File: config.mk
export PLATFORM = sky130hd
export DESIGN_NAME = abc_top
export DESIGN_NICKNAME = d
export VERILOG_FILES = /design/src/abc_scan_reg.sv /design/src/abc_top.sv
export SDC_FILE = /design/constraint.sdc
export NUM_CORES = 1
export LEC_CHECK = 0
export BUFFER_PORTS_ARGS = -buffer_cell sky130_fd_sc_hd__buf_2
export CAP_MARGIN = 20
export CORE_ASPECT_RATIO = 0.9
export CORE_MARGIN = 4
export CORE_UTILIZATION = 56
export CTS_CLUSTER_DIAMETER = 120
export DETAILED_ROUTE_END_ITERATION = 8
export GPL_TIMING_DRIVEN = 0
export PLACE_DENSITY = 0.78
export SLEW_MARGIN = 20
export SYNTH_ARGS = -nofsm -noshare
export SYNTH_HDL_FRONTEND = slang
export SYNTH_SLANG_ARGS = --single-unit
File: constraint.sdc
create_clock -name clock -period 2.25 [get_ports clock]
set_clock_uncertainty 0.1 [all_clocks]
set_input_delay 0.225 -clock clock [delete_from_list [all_inputs] [get_ports clock]]
set_output_delay 0.225 -clock clock [all_outputs]
set_load 0.005 [all_outputs]
File: src/abc_scan_reg.sv
// Purpose: shared constants for the converter scan cells, and the scan register itself
// Assumes: one system clock; tck edges arrive as one-cycle strobes from the top
// Notes: each bit of the register is one general boundary-scan cell (shift and update stage)

`timescale 1ns/1ps

package abc_pkg;

    // timing
    localparam int CLK_PERIOD_NS = 20;
    localparam int CONV_SETTLE_NS = 200;
    localparam int CONV_SETTLE_CYC = (CONV_SETTLE_NS + CLK_PERIOD_NS - 1) / CLK_PERIOD_NS;
    localparam int SETTLE_CNT_W = 4;

    // widths
    localparam int N_IN = 26;
    localparam int N_CELL = 27;
    localparam int CTRL_W = 16;
    localparam int DAC_W = 10;
    localparam int ADDR_W = 8;
    localparam int DATA_W = 32;

    // register byte offsets
    localparam logic [7:0] OFF_CTRL = 8'h00;
    localparam logic [7:0] OFF_DAC = 8'h04;
    localparam logic [7:0] OFF_STATUS = 8'h08;
    localparam logic [7:0] OFF_SCAN_UPD = 8'h0C;

    // positions inside the converter input vector
    localparam int B_ACLK = 0;
    localparam int B_GAIN_PATH = 1;
    localparam int B_BG_NEG = 2;
    localparam int B_CONV_PWR = 3;
    localparam int B_AMP_PWR = 4;
    localparam int B_BYPASS = 5;
    localparam int B_X10 = 6;
    localparam int B_X20 = 7;
    localparam int B_GND = 8;
    localparam int B_HOLD = 9;
    localparam int B_REF = 10;
    localparam int B_MUX3 = 11;
    localparam int B_MUX4 = 12;
    localparam int B_MUX5 = 13;
    localparam int B_MUX6 = 14;
    localparam int B_MUX7 = 15;
    localparam int B_DAC_LO = 16;

    // values after reset: the recommended idle inputs
    localparam logic [CTRL_W-1:0] CTRL_RST = 16'h0220;
    localparam logic [DAC_W-1:0] DAC_RST = 10'h200;
    localparam logic [N_IN-1:0] IDLE_VEC = {DAC_RST, CTRL_RST};
    localparam logic [N_CELL-1:0] CELL_RST = {IDLE_VEC, 1'b0};

    // status register bits
    localparam int ST_COMP = 0;
    localparam int ST_EXTEST = 1;
    localparam int ST_COMP_RAW = 2;
    localparam int ST_SETTLED = 3;

    // synchroniser lanes
    localparam int S_TCK = 0;
    localparam int S_TDI = 1;
    localparam int S_CAP = 2;
    localparam int S_SHIFT = 3;
    localparam int S_UPD = 4;
    localparam int S_EXTEST = 5;
    localparam int S_COMP = 6;
    localparam int SYNC_W = 7;

    typedef enum logic [0:0] {
        APB_IDLE = 1'b0,
        APB_RESP = 1'b1
    } abc_apb_st_t;

endpackage

module abc_scan_reg
    import abc_pkg::*;
#(
    parameter int N = N_CELL,
    parameter logic [N-1:0] UPD_RST = '0
)
(
    // clock and reset
    input wire logic clock,
    input wire logic reset,
    // tck edge strobes, one cycle each, and the synced scan levels
    input wire logic tck_rise,
    input wire logic tck_fall,
    input wire logic capture,
    input wire logic shift,
    input wire logic update,
    input wire logic tdi,
    // parallel side
    input wire logic [N-1:0] par_in,
    output logic scan_out,
    output logic [N-1:0] upd_out
);

    if (N < 2)
    begin : g_bad_width
        $error("abc_scan_reg needs at least two cells");
    end

    typedef struct packed {
        logic [N-1:0] shift_q;
        logic [N-1:0] upd_q;
        logic tdo;
    } abc_cell_st_t;

    abc_cell_st_t r;
    abc_cell_st_t r_nxt;

    always_comb
    begin
        r_nxt = r;
        if (tck_rise)
        begin
            if (capture)
            begin
                r_nxt.shift_q = par_in;
            end
            else if (shift)
            begin
                r_nxt.shift_q = {tdi, r.shift_q[N-1:1]};
            end
        end
        // tdo and the update stage move on the falling tck edge, as in a standard cell
        if (tck_fall)
        begin
            r_nxt.tdo = r.shift_q[0];
            if (update)
            begin
                r_nxt.upd_q = r.shift_q;
            end
        end
    end

    always_ff @(posedge clock)
    begin
        if (reset)
        begin
            r.shift_q <= UPD_RST;
            r.upd_q <= UPD_RST;
            r.tdo <= 1'b0;
        end
        else
        begin
            r <= r_nxt;
        end
    end

    assign scan_out = r.tdo;
    assign upd_out = r.upd_q;

endmodule

File: src/abc_top.sv
// Purpose: boundary-scan cells between the digital logic and the analog converter
// Assumes: tester pins are asynchronous; APB master on the system clock
// Notes: in extest the update stage drives the converter, else the APB registers do
//
// The APB slave port and the register offsets were decided locally.

`timescale 1ns/1ps

module abc_top
    import abc_pkg::*;
(
    // clock and reset
    input wire logic clock,
    input wire logic reset,
    // apb slave
    input wire logic psel,
    input wire logic penable,
    input wire logic pwrite,
    input wire logic [ADDR_W-1:0] paddr,
    input wire logic [DATA_W-1:0] pwdata,
    output logic [DATA_W-1:0] prdata,
    output logic pready,
    output logic pslverr,
    // test access port data register side
    input wire logic tck,
    input wire logic tdi,
    input wire logic capture_dr,
    input wire logic shift_dr,
    input wire logic update_dr,
    input wire logic extest,
    output logic tdo,
    // comparator result from the converter
    input wire logic comp_in,
    // converter control inputs
    output logic aclk,
    output logic gain_path_en,
    output logic bandgap_neg_en,
    output logic conv_power_on,
    output logic amp_power_on,
    output logic gain_bypass_sel,
    output logic gain_x10_en,
    output logic gain_x20_en,
    output logic neg_input_ground_en,
    output logic hold,
    output logic bandgap_ref_en,
    output logic input_mux_sel_b3,
    output logic input_mux_sel_b4,
    output logic input_mux_sel_b5,
    output logic input_mux_sel_b6,
    output logic input_mux_sel_b7,
    output logic [DAC_W-1:0] dac_code
);

    typedef struct packed {
        logic [SYNC_W-1:0] sync1;
        logic [SYNC_W-1:0] sync2;
        logic tck_d;
        abc_apb_st_t apb_st;
        logic [DATA_W-1:0] prdata;
        logic pready;
        logic pslverr;
        logic [CTRL_W-1:0] ctrl;
        logic [DAC_W-1:0] dac;
        logic [N_IN-1:0] drive;
        logic [SETTLE_CNT_W-1:0] settle_cnt;
        logic settled;
    } abc_top_st_t;

    abc_top_st_t r;
    abc_top_st_t r_nxt;

    logic [N_CELL-1:0] cell_par;
    logic [N_CELL-1:0] cell_upd;
    logic cell_tdo;
    logic tck_rise;
    logic tck_fall;
    logic ext_mode;
    logic comp_raw;
    logic comp_seen;

    // register decode, shared by the read path and the write commit
    function automatic logic reg_hit(input logic [ADDR_W-1:0] a, input logic [7:0] off);
        reg_hit = (a[ADDR_W-1:2] == off[7:2]);
    endfunction

    function automatic logic addr_mapped(input logic [ADDR_W-1:0] a);
        addr_mapped = reg_hit(a, OFF_CTRL) || reg_hit(a, OFF_DAC)
            || reg_hit(a, OFF_STATUS) || reg_hit(a, OFF_SCAN_UPD);
    endfunction

    // edges only ever look at the second synchroniser stage
    assign tck_rise = r.sync2[S_TCK] && !r.tck_d;
    assign tck_fall = !r.sync2[S_TCK] && r.tck_d;
    assign ext_mode = r.sync2[S_EXTEST];
    assign comp_raw = r.sync2[S_COMP];

    // the capture stage sees what the logic drives and what the comparator returns
    assign cell_par = {r.dac, r.ctrl, comp_raw};

    abc_scan_reg #(
        .N(N_CELL),
        .UPD_RST(CELL_RST)
    ) u_cells (
        .clock(clock),
        .reset(reset),
        .tck_rise(tck_rise),
        .tck_fall(tck_fall),
        .capture(r.sync2[S_CAP]),
        .shift(r.sync2[S_SHIFT]),
        .update(r.sync2[S_UPD]),
        .tdi(r.sync2[S_TDI]),
        .par_in(cell_par),
        .scan_out(cell_tdo),
        .upd_out(cell_upd)
    );

    // in extest the logic side sees the comparator value held in its update stage
    assign comp_seen = ext_mode ? cell_upd[0] : comp_raw;

    always_comb
    begin
        r_nxt = r;
        r_nxt.sync1 = {comp_in, extest, update_dr, shift_dr, capture_dr, tdi, tck};
        r_nxt.sync2 = r.sync1;
        r_nxt.tck_d = r.sync2[S_TCK];

        // converter inputs: update stage in extest, else the software registers
        if (ext_mode)
        begin
            r_nxt.drive = cell_upd[N_CELL-1:1];
        end
        else
        begin
            r_nxt.drive = {r.dac, r.ctrl};
        end

        // converter settle tracking; the tester may still run a dummy conversion instead
        if (!r.drive[B_CONV_PWR])
        begin
            r_nxt.settle_cnt = '0;
            r_nxt.settled = 1'b0;
        end
        else if (!r.settled)
        begin
            if (r.settle_cnt == SETTLE_CNT_W'(CONV_SETTLE_CYC - 1))
            begin
                r_nxt.settled = 1'b1;
            end
            else
            begin
                r_nxt.settle_cnt = r.settle_cnt + SETTLE_CNT_W'(1);
            end
        end

        // apb: answer one cycle after the access phase starts
        case (r.apb_st)
            APB_IDLE:
            begin
                r_nxt.pready = 1'b0;
                r_nxt.pslverr = 1'b0;
                if (psel && penable)
                begin
                    r_nxt.apb_st = APB_RESP;
                    r_nxt.pready = 1'b1;
                    r_nxt.pslverr = !addr_mapped(paddr);
                    r_nxt.prdata = '0;
                    if (!pwrite)
                    begin
                        if (reg_hit(paddr, OFF_CTRL))
                        begin
                            r_nxt.prdata = {16'h0000, r.ctrl};
                        end
                        else if (reg_hit(paddr, OFF_DAC))
                        begin
                            r_nxt.prdata = {22'h000000, r.dac};
                        end
                        else if (reg_hit(paddr, OFF_STATUS))
                        begin
                            r_nxt.prdata[ST_COMP] = comp_seen;
                            r_nxt.prdata[ST_EXTEST] = ext_mode;
                            r_nxt.prdata[ST_COMP_RAW] = comp_raw;
                            r_nxt.prdata[ST_SETTLED] = r.settled;
                        end
                        else if (reg_hit(paddr, OFF_SCAN_UPD))
                        begin
                            r_nxt.prdata = {6'h00, cell_upd[N_CELL-1:1]};
                        end
                    end
                end
            end
            APB_RESP:
            begin
                // the write lands on the edge where the master samples pready
                if (pwrite && psel && penable)
                begin
                    if (reg_hit(paddr, OFF_CTRL))
                    begin
                        r_nxt.ctrl = pwdata[CTRL_W-1:0];
                    end
                    else if (reg_hit(paddr, OFF_DAC))
                    begin
                        r_nxt.dac = pwdata[DAC_W-1:0];
                    end
                end
                r_nxt.apb_st = APB_IDLE;
                r_nxt.pready = 1'b0;
                r_nxt.pslverr = 1'b0;
            end
            default:
            begin
                r_nxt.apb_st = APB_IDLE;
                r_nxt.pready = 1'b0;
                r_nxt.pslverr = 1'b0;
            end
        endcase
    end

    always_ff @(posedge clock)
    begin
        if (reset)
        begin
            r.sync1 <= '0;
            r.sync2 <= '0;
            r.tck_d <= 1'b0;
            r.apb_st <= APB_IDLE;
            r.prdata <= '0;
            r.pready <= 1'b0;
            r.pslverr <= 1'b0;
            r.ctrl <= CTRL_RST;
            r.dac <= DAC_RST;
            r.drive <= IDLE_VEC;
            r.settle_cnt <= '0;
            r.settled <= 1'b0;
        end
        else
        begin
            r <= r_nxt;
        end
    end

    // outputs, each straight from a flop
    assign prdata = r.prdata;
    assign pready = r.pready;
    assign pslverr = r.pslverr;
    assign tdo = cell_tdo;

    // the gain clock is only passed through; its timing is the tester's business
    assign aclk = r.drive[B_ACLK];
    assign gain_path_en = r.drive[B_GAIN_PATH];
    assign bandgap_neg_en = r.drive[B_BG_NEG];
    assign conv_power_on = r.drive[B_CONV_PWR];
    assign amp_power_on = r.drive[B_AMP_PWR];
    assign gain_bypass_sel = r.drive[B_BYPASS];
    assign gain_x10_en = r.drive[B_X10];
    assign gain_x20_en = r.drive[B_X20];
    assign neg_input_ground_en = r.drive[B_GND];
    assign hold = r.drive[B_HOLD];
    assign bandgap_ref_en = r.drive[B_REF];
    assign input_mux_sel_b3 = r.drive[B_MUX3];
    assign input_mux_sel_b4 = r.drive[B_MUX4];
    assign input_mux_sel_b5 = r.drive[B_MUX5];
    assign input_mux_sel_b6 = r.drive[B_MUX6];
    assign input_mux_sel_b7 = r.drive[B_MUX7];
    assign dac_code = r.drive[N_IN-1:B_DAC_LO];

endmodule

==> results of run 1 <==
==> metrics by stage <==
| stage | area [sq um] | TNS, ns | hold WS (ns) |
|---|---|---|---|
| final | 7880 | 0 | -0.002752 |
| after global routing | 7880 | 0 | 0.01170 |
| after CTS | 7880 | 0 | 0.001071 |
| after detailed placement | 7158 | -0.07771 | 0.3253 |
| after global placement | 7158 | -0.07745 | 0.3167 |
| after floorplan | 6528 | 0 | 0.2113 |
==> worst min path at each step <==
stage,startpoint,to,slack [ns],cells past startpoint
after floorplan,reset,r[91],0.21,1
after global placement,r[103],r[96],0.32,1
after detailed placement,r[104],r[97],0.33,1
after CTS,pwdata[5],cell_par[22],0.001,3
after global routing,pwdata[1],cell_par[18],0.01,3
final,pwdata[5],cell_par[22],-0.003,3
==> final cells by class <==
| class | instances | share of cell area |
|---|---|---|
| sequential | 155 | 0.3938 |
| multi-input combinational | 432 | 0.3682 |
| timing repair buffer | 101 | 0.07304 |
| clock buffer | 24 | 0.06621 |
| buffer | 90 | 0.06494 |
| tap | 156 | 0.02477 |
| clock inverter | 6 | 0.007621 |
| inverter | 3 | 0.001429 |
==> worst min-delay path, stage by stage <==
cell and delay [ns]:
buf_2 0.12, nand2b_1 0.07, mux2i_1 0.06
==> flip-flops by register name, indices dropped and copies added, names as in the netlist, 10 cells and up <==
| register | flops |
|---|---|
| u_cells.upd_out | 27 |
| r | 19 |
| cell_par | 27 |
| prdata | 26 |
| dac_code | 10 |
| u_cells.r | 27 |
==> power groups by stage <==
stage	sequential [mW]	combinational [mW]	clock, mW
after floorplan	2.84	0.194	0
after global placement	2.85	0.283	0
after detailed placement	2.85	0.291	0
after CTS	2.79	0.311	2.80
after global routing	2.79	0.344	2.92
final	2.79	0.317	2.79
==> what timing repair did <==
action | in CTS | in global routing
endpoints found under the hold margin | 14 | 0
hold buffers | 14 | 0
gates resized for setup | 0 | 0
==> Yosys cell counts (2+ instances only) <==
cell      number  area (sq um)
dfxtp_1      155          3103
mux2i_1       77         770.7
nand2_1       66         247.7
a21oi_1       61         305.3
buf_4         43         322.8
nor2_1        42         157.7
nand2b_1      41         256.5
clkbuf_1      37         138.9
a211oi_1      30         225.2
nor2b_1       25         156.4
nor3b_1       12         90.09
nand4_1       11         68.82
a22o_1        10         87.58
a211o_1        6         52.55
a221o_1        6         60.06
buf_1          5         18.77
nand3b_1       5         37.54
nor3_1         5         25.02
and3b_1        4         35.03
buf_2          4         20.02
mux4_2         4         90.09
inv_1          3         11.26
o21ai_0        3         15.01
ha_1           2         25.02
nor4_2         2         25.02
or2_2          2         12.51
or3_1          2         12.51
or4_1          2         15.01
==> cell families after synthesis <==
family                   after synthesis
flip-flops                           155
AND/OR/NAND/NOR                      224
XOR/XNOR                               1
buffers and inverters                 93
other                                  1
adder cells (fa/ha/maj)                2
AO/OA/AOI/OAI                        117
multiplexers                          82
==> routing by layer <==
metal,GRT usage,vias up
li1,-,2544
met5,0,-
met3,0.06224,40
met1,0.3510,2534
met4,0.09120,0
met2,0.3988,243
==> impl_metrics.toml, run 1 <==
[worst_setup_path]
cpPeakStageDelay_ns = 0.54
r2r-start = "ext_mode"
regToRegSetupSlack_ns = 0.30
cp-endpoint = "dac_code[2]"
crit_path_end_kind = "flip-flop"
slowest_stage = "buf_1"
crit_chain = "buf_1, buf_2, mux2i_1, nor2_1"
cp-start-kind = "flip-flop"
rr_worst_depth = 4
regToRegEndpoint = "dac_code[2]"
crit_family = "buffers and inverters"
cp.required_ns = 2.45
path_depth = 4
cp-startpoint = "ext_mode"
worst-path-max-fanout = 10
critPathBufInv = 2
worstSetupPathType = "flip-flop to flip-flop"
cp.arrival_ns = 2.15

[timing]
period_needed_ns = 1.951
worstMarginPinSlew_ns = 0.9860
drv_slew = 0
grt_setup_unrepaired = "no"
hold_violations = 1
slew_headroom = 0.3372
max_clock_freq_ghz = 0.5126
post-route-period-util = 0.8670
finalSetupViolCount = 0
whs_ns = -0.002752
worst_slack_ns = 0.2992

[logic_synthesis]
synth_top_family_by_area = "simple AND/OR/NAND/NOR gates"
ys_warn_count = 0
netlist_area_sq_um = 6509
synthFlopType = "dfxtp_1"
synthSimpleGateAreaFrac = 0.1844
muxShareOfSynthArea = 0.1340
yosys.area_share.adder = 0.003845
synth_edf_count = 0
synth_compound_area_frac = 0.1188
synth_async_sr_flop_share = 0
ys_seq_area_frac = 0.4767
synth_cells = 675
ys_ff_latch = 155
synth-xor-area-share = 0.001346
synth.avg_cell_area_sq_um = 9.643
synth_cell_types = 38

[flow_run]
drv_cap = 0

[power_and_ir_drop]
p_leak_nw = 3.106
combPwrFrac = 0.054
switching_share = 0.2175
power.internal_mw = 4.611
vdd_drop_max_uv = 546.2
seqPwrFrac = 0.473
p_switching_mw = 1.282
clockPowerShare = 0.473
power.total_mw = 5.893
pwr_density_cell_nw_per_um2 = 747.8

[cts]
cts-buffers-inserted = 17
htreeDepth = 4
clockRootBuffer = "clkbuf_16"
cts_tree = "yes"
cts_max_path_buffers = 2
cts_sinks = 155
clkTransAtPathRegs_ns = 0.06
post_cts_buffers = 0
clk_latency_ns = 0.43

[run_status]
failed_checks = "negative hold slack"
status = "finished with violations"

[grt]
grt_pass1_vias = 5048
grt_max_degree = 17
grt_overflow_total = 0
grt_usage = 0.2566
grt_antenna_before_repair = 0
grt_pass1_wl_microns = 26520

[finish]
final_common_cell = "dfxtp_1"
num_antenna_cells = 0
final_cells = 967
fillers = 897
drive_gt1_frac = 0.2182
seq_area_sq_um = 3103
final_cell_mix = "dfxtp_1, buf_2, mux2i_1"
area_delta_synth_final_pct = 21.07
multiInputGateArea_sq_um = 2902
final_nets = 854
fin_util = 0.6919

[routing]
m1WireLength_microns = 7466
wl_met3_microns = 1354
met2WireLength_microns = 7556
vias = 5361
routedWlPerCell_microns = 17.38
vias_per_cell = 5.544
drt_iter0_markers = 525
routed_wl_microns = 16810
drc = 0
first_pass_iters = 7
top_layer_used = "met4"
drt.antenna.violating_nets = 0

[die]
dieArea_sq_um = 13410
rows = 37
start_util = 0.5715
io_pins = 113
die_w_microns = 121.6
core-area_sq_um = 11390
die_y_microns = 110.3

[placement]
gp_congestion = 0.9351
dp_slack_ns = -0.02170
numPortBuffers = 87
hpwl_microns = 12080
dp.cells = 923

[worst_hold_path]
hp-class = "input pin to flip-flop"
(Power assumes the default switching activity.)
==> inputs of run 2 (changes only) <==
--- a/config.mk
+++ b/config.mk
@@ -12,7 +12,6 @@
 export CORE_UTILIZATION = 56
 export CTS_CLUSTER_DIAMETER = 120
 export DETAILED_ROUTE_END_ITERATION = 8
-export GPL_TIMING_DRIVEN = 0
 export PLACE_DENSITY = 0.78
 export SLEW_MARGIN = 20
 export SYNTH_ARGS = -nofsm -noshare
==> run 2 against run 1 <==
Against the previous run: the flow now finishes without violations; flip-flop and latch count unchanged; fmax up 9.6%; design area down 4.9%; power down 1.2%; highest routed layer unchanged; non-clock buffer count down 74; die area unchanged; via count down 6.6%; clock power down 2%; setup slack better by 0.17 ns; sequential power about the same; combinational power down 6%.
==> impl_metrics.toml, run 2 (synthesized netlist as in run 1, its figures left out) <==
[run_status]
status = "complete, no violations"

[timing]
whs_ns = 0.01843
max_clock_freq_ghz = 0.5620
hold_violations = 0
grt_setup_unrepaired = "no"
worstMarginPinSlew_ns = 0.5924
post-route-period-util = 0.7908
slew_headroom = 0.6036
finalSetupViolCount = 0
drv_slew = 0
period_needed_ns = 1.779
setup_tns_ns = 0

[routing]
drc = 0
vias_per_cell = 5.602
routed_wl_microns = 15530
routedWlPerCell_microns = 17.37
drt.antenna.violating_nets = 0
first_pass_iters = 5
drt_iter0_markers = 452
vias = 5008

[power_and_ir_drop]
p_leak_nw = 2.870
vdd_drop_max_uv = 486.3
power.total_mw = 5.820
pwr_density_cell_nw_per_um2 = 776.6

[finish]
fillers = 930
final_nets = 780
num_antenna_cells = 0
final_common_cell = "dfxtp_1"
multiInputGateArea_sq_um = 2902
drive_gt1_frac = 0.1951
area_delta_synth_final_pct = 15.15
final_cell_mix = "dfxtp_1, buf_2, mux2i_1"
seq_area_sq_um = 3103

[cts]
cts_sinks = 155
cts_max_path_buffers = 2
clkTransAtPathRegs_ns = 0.06
clk_latency_ns = 0.42
cts_tree = "yes"
cts-buffers-inserted = 17
clockRootBuffer = "clkbuf_16"
post_cts_buffers = 0
htreeDepth = 4

[grt]
grt_pass1_wl_microns = 24470
grt_usage = 0.2361
grt_max_degree = 130
grt_pass1_vias = 4782
grt_overflow_total = 0
grt_antenna_before_repair = 0

[die]
io_pins = 113
die_w_microns = 121.6
die_y_microns = 110.3
core-area_sq_um = 11390
rows = 37
dieArea_sq_um = 13410
start_util = 0.5715

[worst_hold_path]
holdPathEnd = "r[91]"
min_from = "penable"
hp-class = "input pin to flip-flop"
min_path_cells = 2

[worst_setup_path]
worst-path-max-fanout = 28
rr_worst_depth = 5
crit_family = "buffers and inverters"
regToRegSetupSlack_ns = 0.47
cpPeakStageDelay_ns = 0.45
crit_path_end_kind = "flip-flop"
slowest_stage = "buf_4"
cp-start-kind = "flip-flop"
cp.arrival_ns = 1.95
worstSetupPathType = "flip-flop to flip-flop"
regToRegEndpoint = "u_cells.r[43]"
r2r-start = "r[95]"
cp.required_ns = 2.42
critPathBufInv = 2
path_depth = 5
crit_chain = "buf_4, nor2_1, nor2_1, buf_4, a211oi_1"

[placement]
numPortBuffers = 88
gp_congestion = 0.8287
hpwl_microns = 10100

[flow_run]
drv_cap = 0
## run 2: changes by cell type in the layout (fill, tap and decap cells not counted), sizes merged
cell / before / now
buf: 140 / 102
inv: 3 / 4
clkinv: 3 / 4
clkbuf: 61 / 22
dlygate4sd3: 14 / 15
clkinvlp: 2 / 3
## run 2: stage by stage
stage          setup WS, ns  std cells  utilization  area (sq um)
2_1_floorplan        0.4651        680            -          6528
3_3_place_gp         0.3351        848       0.5946          6771
3_5_place_dp         0.2980        848       0.5946          6771
4_1_cts              0.4854        893       0.6572          7485
5_1_grt              0.3158        894       0.6581          7495
6_report             0.4707        894       0.6581          7495
## run 2: layer usage
metal,up-vias,part of all wire,global-route usage
met5,-,0,0
met4,0,0.014,0.08000
met3,22,0.072,0.06378
met2,190,0.47,0.3775
met1,2398,0.44,0.3120
li1,2398,-,-
## run 2: worst max-delay path by stage
stage | startpoint | end | slack, ns
finish | r[95] | u_cells.r[43] | 0.47
global route | r[95] | u_cells.r[43] | 0.32
CTS | r[95] | u_cells.r[43] | 0.49
detailed placement | paddr[5] | cell_par[25] | 0.30
global placement | paddr[5] | cell_par[26] | 0.34
floorplan | paddr[5] | cell_par[10] | 0.47
## run 2: area by class of cell
cell class	count	share of cell area
clock buffers	22	0.06461
clock inverters	9	0.01185
inverters	3	0.001503
multi-input cells	432	0.3871
flip-flops and latches	155	0.4140
well taps	156	0.02604
repair buffers	117	0.09482
## run 2: report_power, final
part           switching, mW  total (mW)  internal (mW)
sequential            0.0163        2.79           2.77
combinational          0.176       0.298          0.122
clock                   1.10        2.73           1.64
total                   1.29        5.82           4.53
## run 2: timing repair
item / in CTS / in global routing
hold buffers: 14 / 1
endpoints found under the hold margin: 14 / 1
resized for setup: 0 / 0
## run 2: worst register-to-register path, delay by kind of cell, from the launching register on
family	cells	cell delay, ns
compound gates	1	0.15
buf+inv	2	0.76
flops	1	0.32
simple gates	2	0.31
==> inputs of run 3 (changes only) <==
--- a/config.mk
+++ b/config.mk
@@ -9,10 +9,10 @@
 export CAP_MARGIN = 20
 export CORE_ASPECT_RATIO = 0.9
 export CORE_MARGIN = 4
-export CORE_UTILIZATION = 56
+export CORE_UTILIZATION = 50
 export CTS_CLUSTER_DIAMETER = 120
 export DETAILED_ROUTE_END_ITERATION = 8
-export PLACE_DENSITY = 0.78
+export PLACE_DENSITY = 0.73
 export SLEW_MARGIN = 20
 export SYNTH_ARGS = -nofsm -noshare
 export SYNTH_HDL_FRONTEND = slang
==> constraint.sdc (replaced) <==
create_clock -name clock -period 1.55 [get_ports clock]
set_clock_uncertainty 0.1 [all_clocks]
set_input_delay 0.155 -clock clock [delete_from_list [all_inputs] [get_ports clock]]
set_output_delay 0.155 -clock clock [all_outputs]
set_load 0.005 [all_outputs]
==> run 3 against run 2 <==
Against the previous run: design area is 6.7% higher; highest routed layer unchanged; die area rose by 11%; clock power rose by 67%; first-iteration DRC count is 19% higher; via count up 2.8%.
==> impl_metrics.toml, run 3 (synthesized netlist as in run 1, its figures left out) <==
[die]
io_pins = 113
die_w_microns = 128.3
rows = 39
die_y_microns = 116.2
start_util = 0.5111
core-area_sq_um = 12740
dieArea_sq_um = 14910

[finish]
drive_gt1_frac = 0.2309
num_antenna_cells = 0
fin_util = 0.6278
final_cell_mix = "dfxtp_1, buf_2, mux2i_1"
final_common_cell = "dfxtp_1"
area_delta_synth_final_pct = 22.84
final_nets = 813
fin_area_sq_um = 7995
final_cells = 935

[timing]
whs_ns = 0.1299
finalSetupViolCount = 0
drv_slew = 0
period_needed_ns = 1.533
grt_setup_unrepaired = "yes"
post-route-period-util = 0.9887
worstMarginPinSlew_ns = 0.5738
hold_violations = 0
max_clock_freq_ghz = 0.6525
setup_tns_ns = 0
slew_headroom = 0.6161
worst_slack_ns = 0.01745

[worst_setup_path]
regToRegSetupSlack_ns = 0.02
worst-path-max-fanout = 2
slowest_stage = "mux4_2"
cp-endpoint = "prdata[0]"
worstSetupPathType = "flip-flop to flip-flop"
cp-start-kind = "flip-flop"
cp.arrival_ns = 1.75
crit_chain = "mux2_4, mux4_2, a22o_1"
cp-startpoint = "ext_mode"
rr_worst_depth = 3
regToRegEndpoint = "prdata[0]"
cpPeakStageDelay_ns = 0.49
cp.required_ns = 1.76
r2r-start = "ext_mode"
crit_path_end_kind = "flip-flop"

[cts]
clockRootBuffer = "clkbuf_16"
htreeDepth = 4
clkTransAtPathRegs_ns = 0.06
cts_sinks = 155
cts_max_path_buffers = 2
cts-buffers-inserted = 17
cts_tree = "yes"
clk_latency_ns = 0.42

[routing]
first_pass_iters = 5
vias = 5149
wl_met3_microns = 1150
drt_iter0_markers = 536
met2WireLength_microns = 7617
top_layer_used = "met4"
drt.antenna.violating_nets = 0
routedWlPerCell_microns = 17.63
drc = 0
routed_wl_microns = 16490
m1WireLength_microns = 7474
vias_per_cell = 5.507

[run_status]
status = "complete, no violations"

[grt]
grt_overflow_total = 0
grt_antenna_before_repair = 0
grt_max_degree = 81
grt_usage = 0.2259
grt_pass1_wl_microns = 26420
grt_pass1_vias = 5046

[power_and_ir_drop]
vdd_drop_max_uv = 814.1
p_leak_nw = 3.112
pwr_density_cell_nw_per_um2 = 1139
power.total_mw = 9.104

[placement]
dp_slack_ns = -0.2381
numPortBuffers = 88
hpwl_microns = 10940
dp.cells = 875
place_area_sq_um = 7012
gp_congestion = 0.8683

[worst_hold_path]
hp-class = "input pin to flip-flop"

[flow_run]
drv_cap = 0
## run 3: changes by cell type in the layout (fill, tap and decap cells not counted), sizes merged
cell / before / now
clkinvlp: 3 / 1
clkinv: 4 / 3
dlygate4sd3: 15 / 24
bufinv: 1 / 5
buf: 102 / 125
## run 3: layer usage
layer  up-vias  global-route usage
li1       2470                   -
met1      2493              0.3009
met2       167              0.3527
met3        19             0.07042
met4         0             0.07214
met5         -                   0
## run 3: power by group
| group | switching (mW) | total [mW] | internal [mW] |
|---|---|---|---|
| Sequential | 0.0250 | 4.05 | 4.02 |
| Combinational | 0.271 | 0.497 | 0.227 |
| Clock | 1.62 | 4.56 | 2.94 |
## run 3: layout make-up
class	instances	area [sq um]
clock inverters	10	188.9
repair buffers	150	1094
fillers	1034	4741
clock buffers	21	460.4
inverters	3	11.26
flip-flops and latches	155	3107
multi-input cells	432	2929
well taps	164	205.2
## run 3: worst max-delay path, delay by kind of cell (launching register included)
kind / cells / cell delay, ns
compound gates: 1 / 0.19
mux: 2 / 0.80
flops: 1 / 0.34
## run 3: worst min path at each step
stage / from / endpoint / slack, ns / cells after the start
after floorplan: reset / r[91] / 0.14 / 1
after global placement: tdi / r[101] / 0.26 / 2
after detailed placement: update_dr / r[104] / 0.27 / 2
after CTS: reset / conv_power_on / 0.12 / 3
after global routing: reset / input_mux_sel_b4 / 0.16 / 3
final: reset / conv_power_on / 0.13 / 3
## run 3: timing repair
| action | 4_1_cts | 5_1_grt |
|---|---|---|
| hold buffers | 24 | 0 |
| hold endpoints to repair | 34 | 0 |
| pin swaps | 2 | 4 |
| setup buffers | 1 | 2 |
| gates resized for setup | 5 | 12 |
| gates cloned | 1 | 1 |
| endpoints found under the setup margin | 18 | 49 |
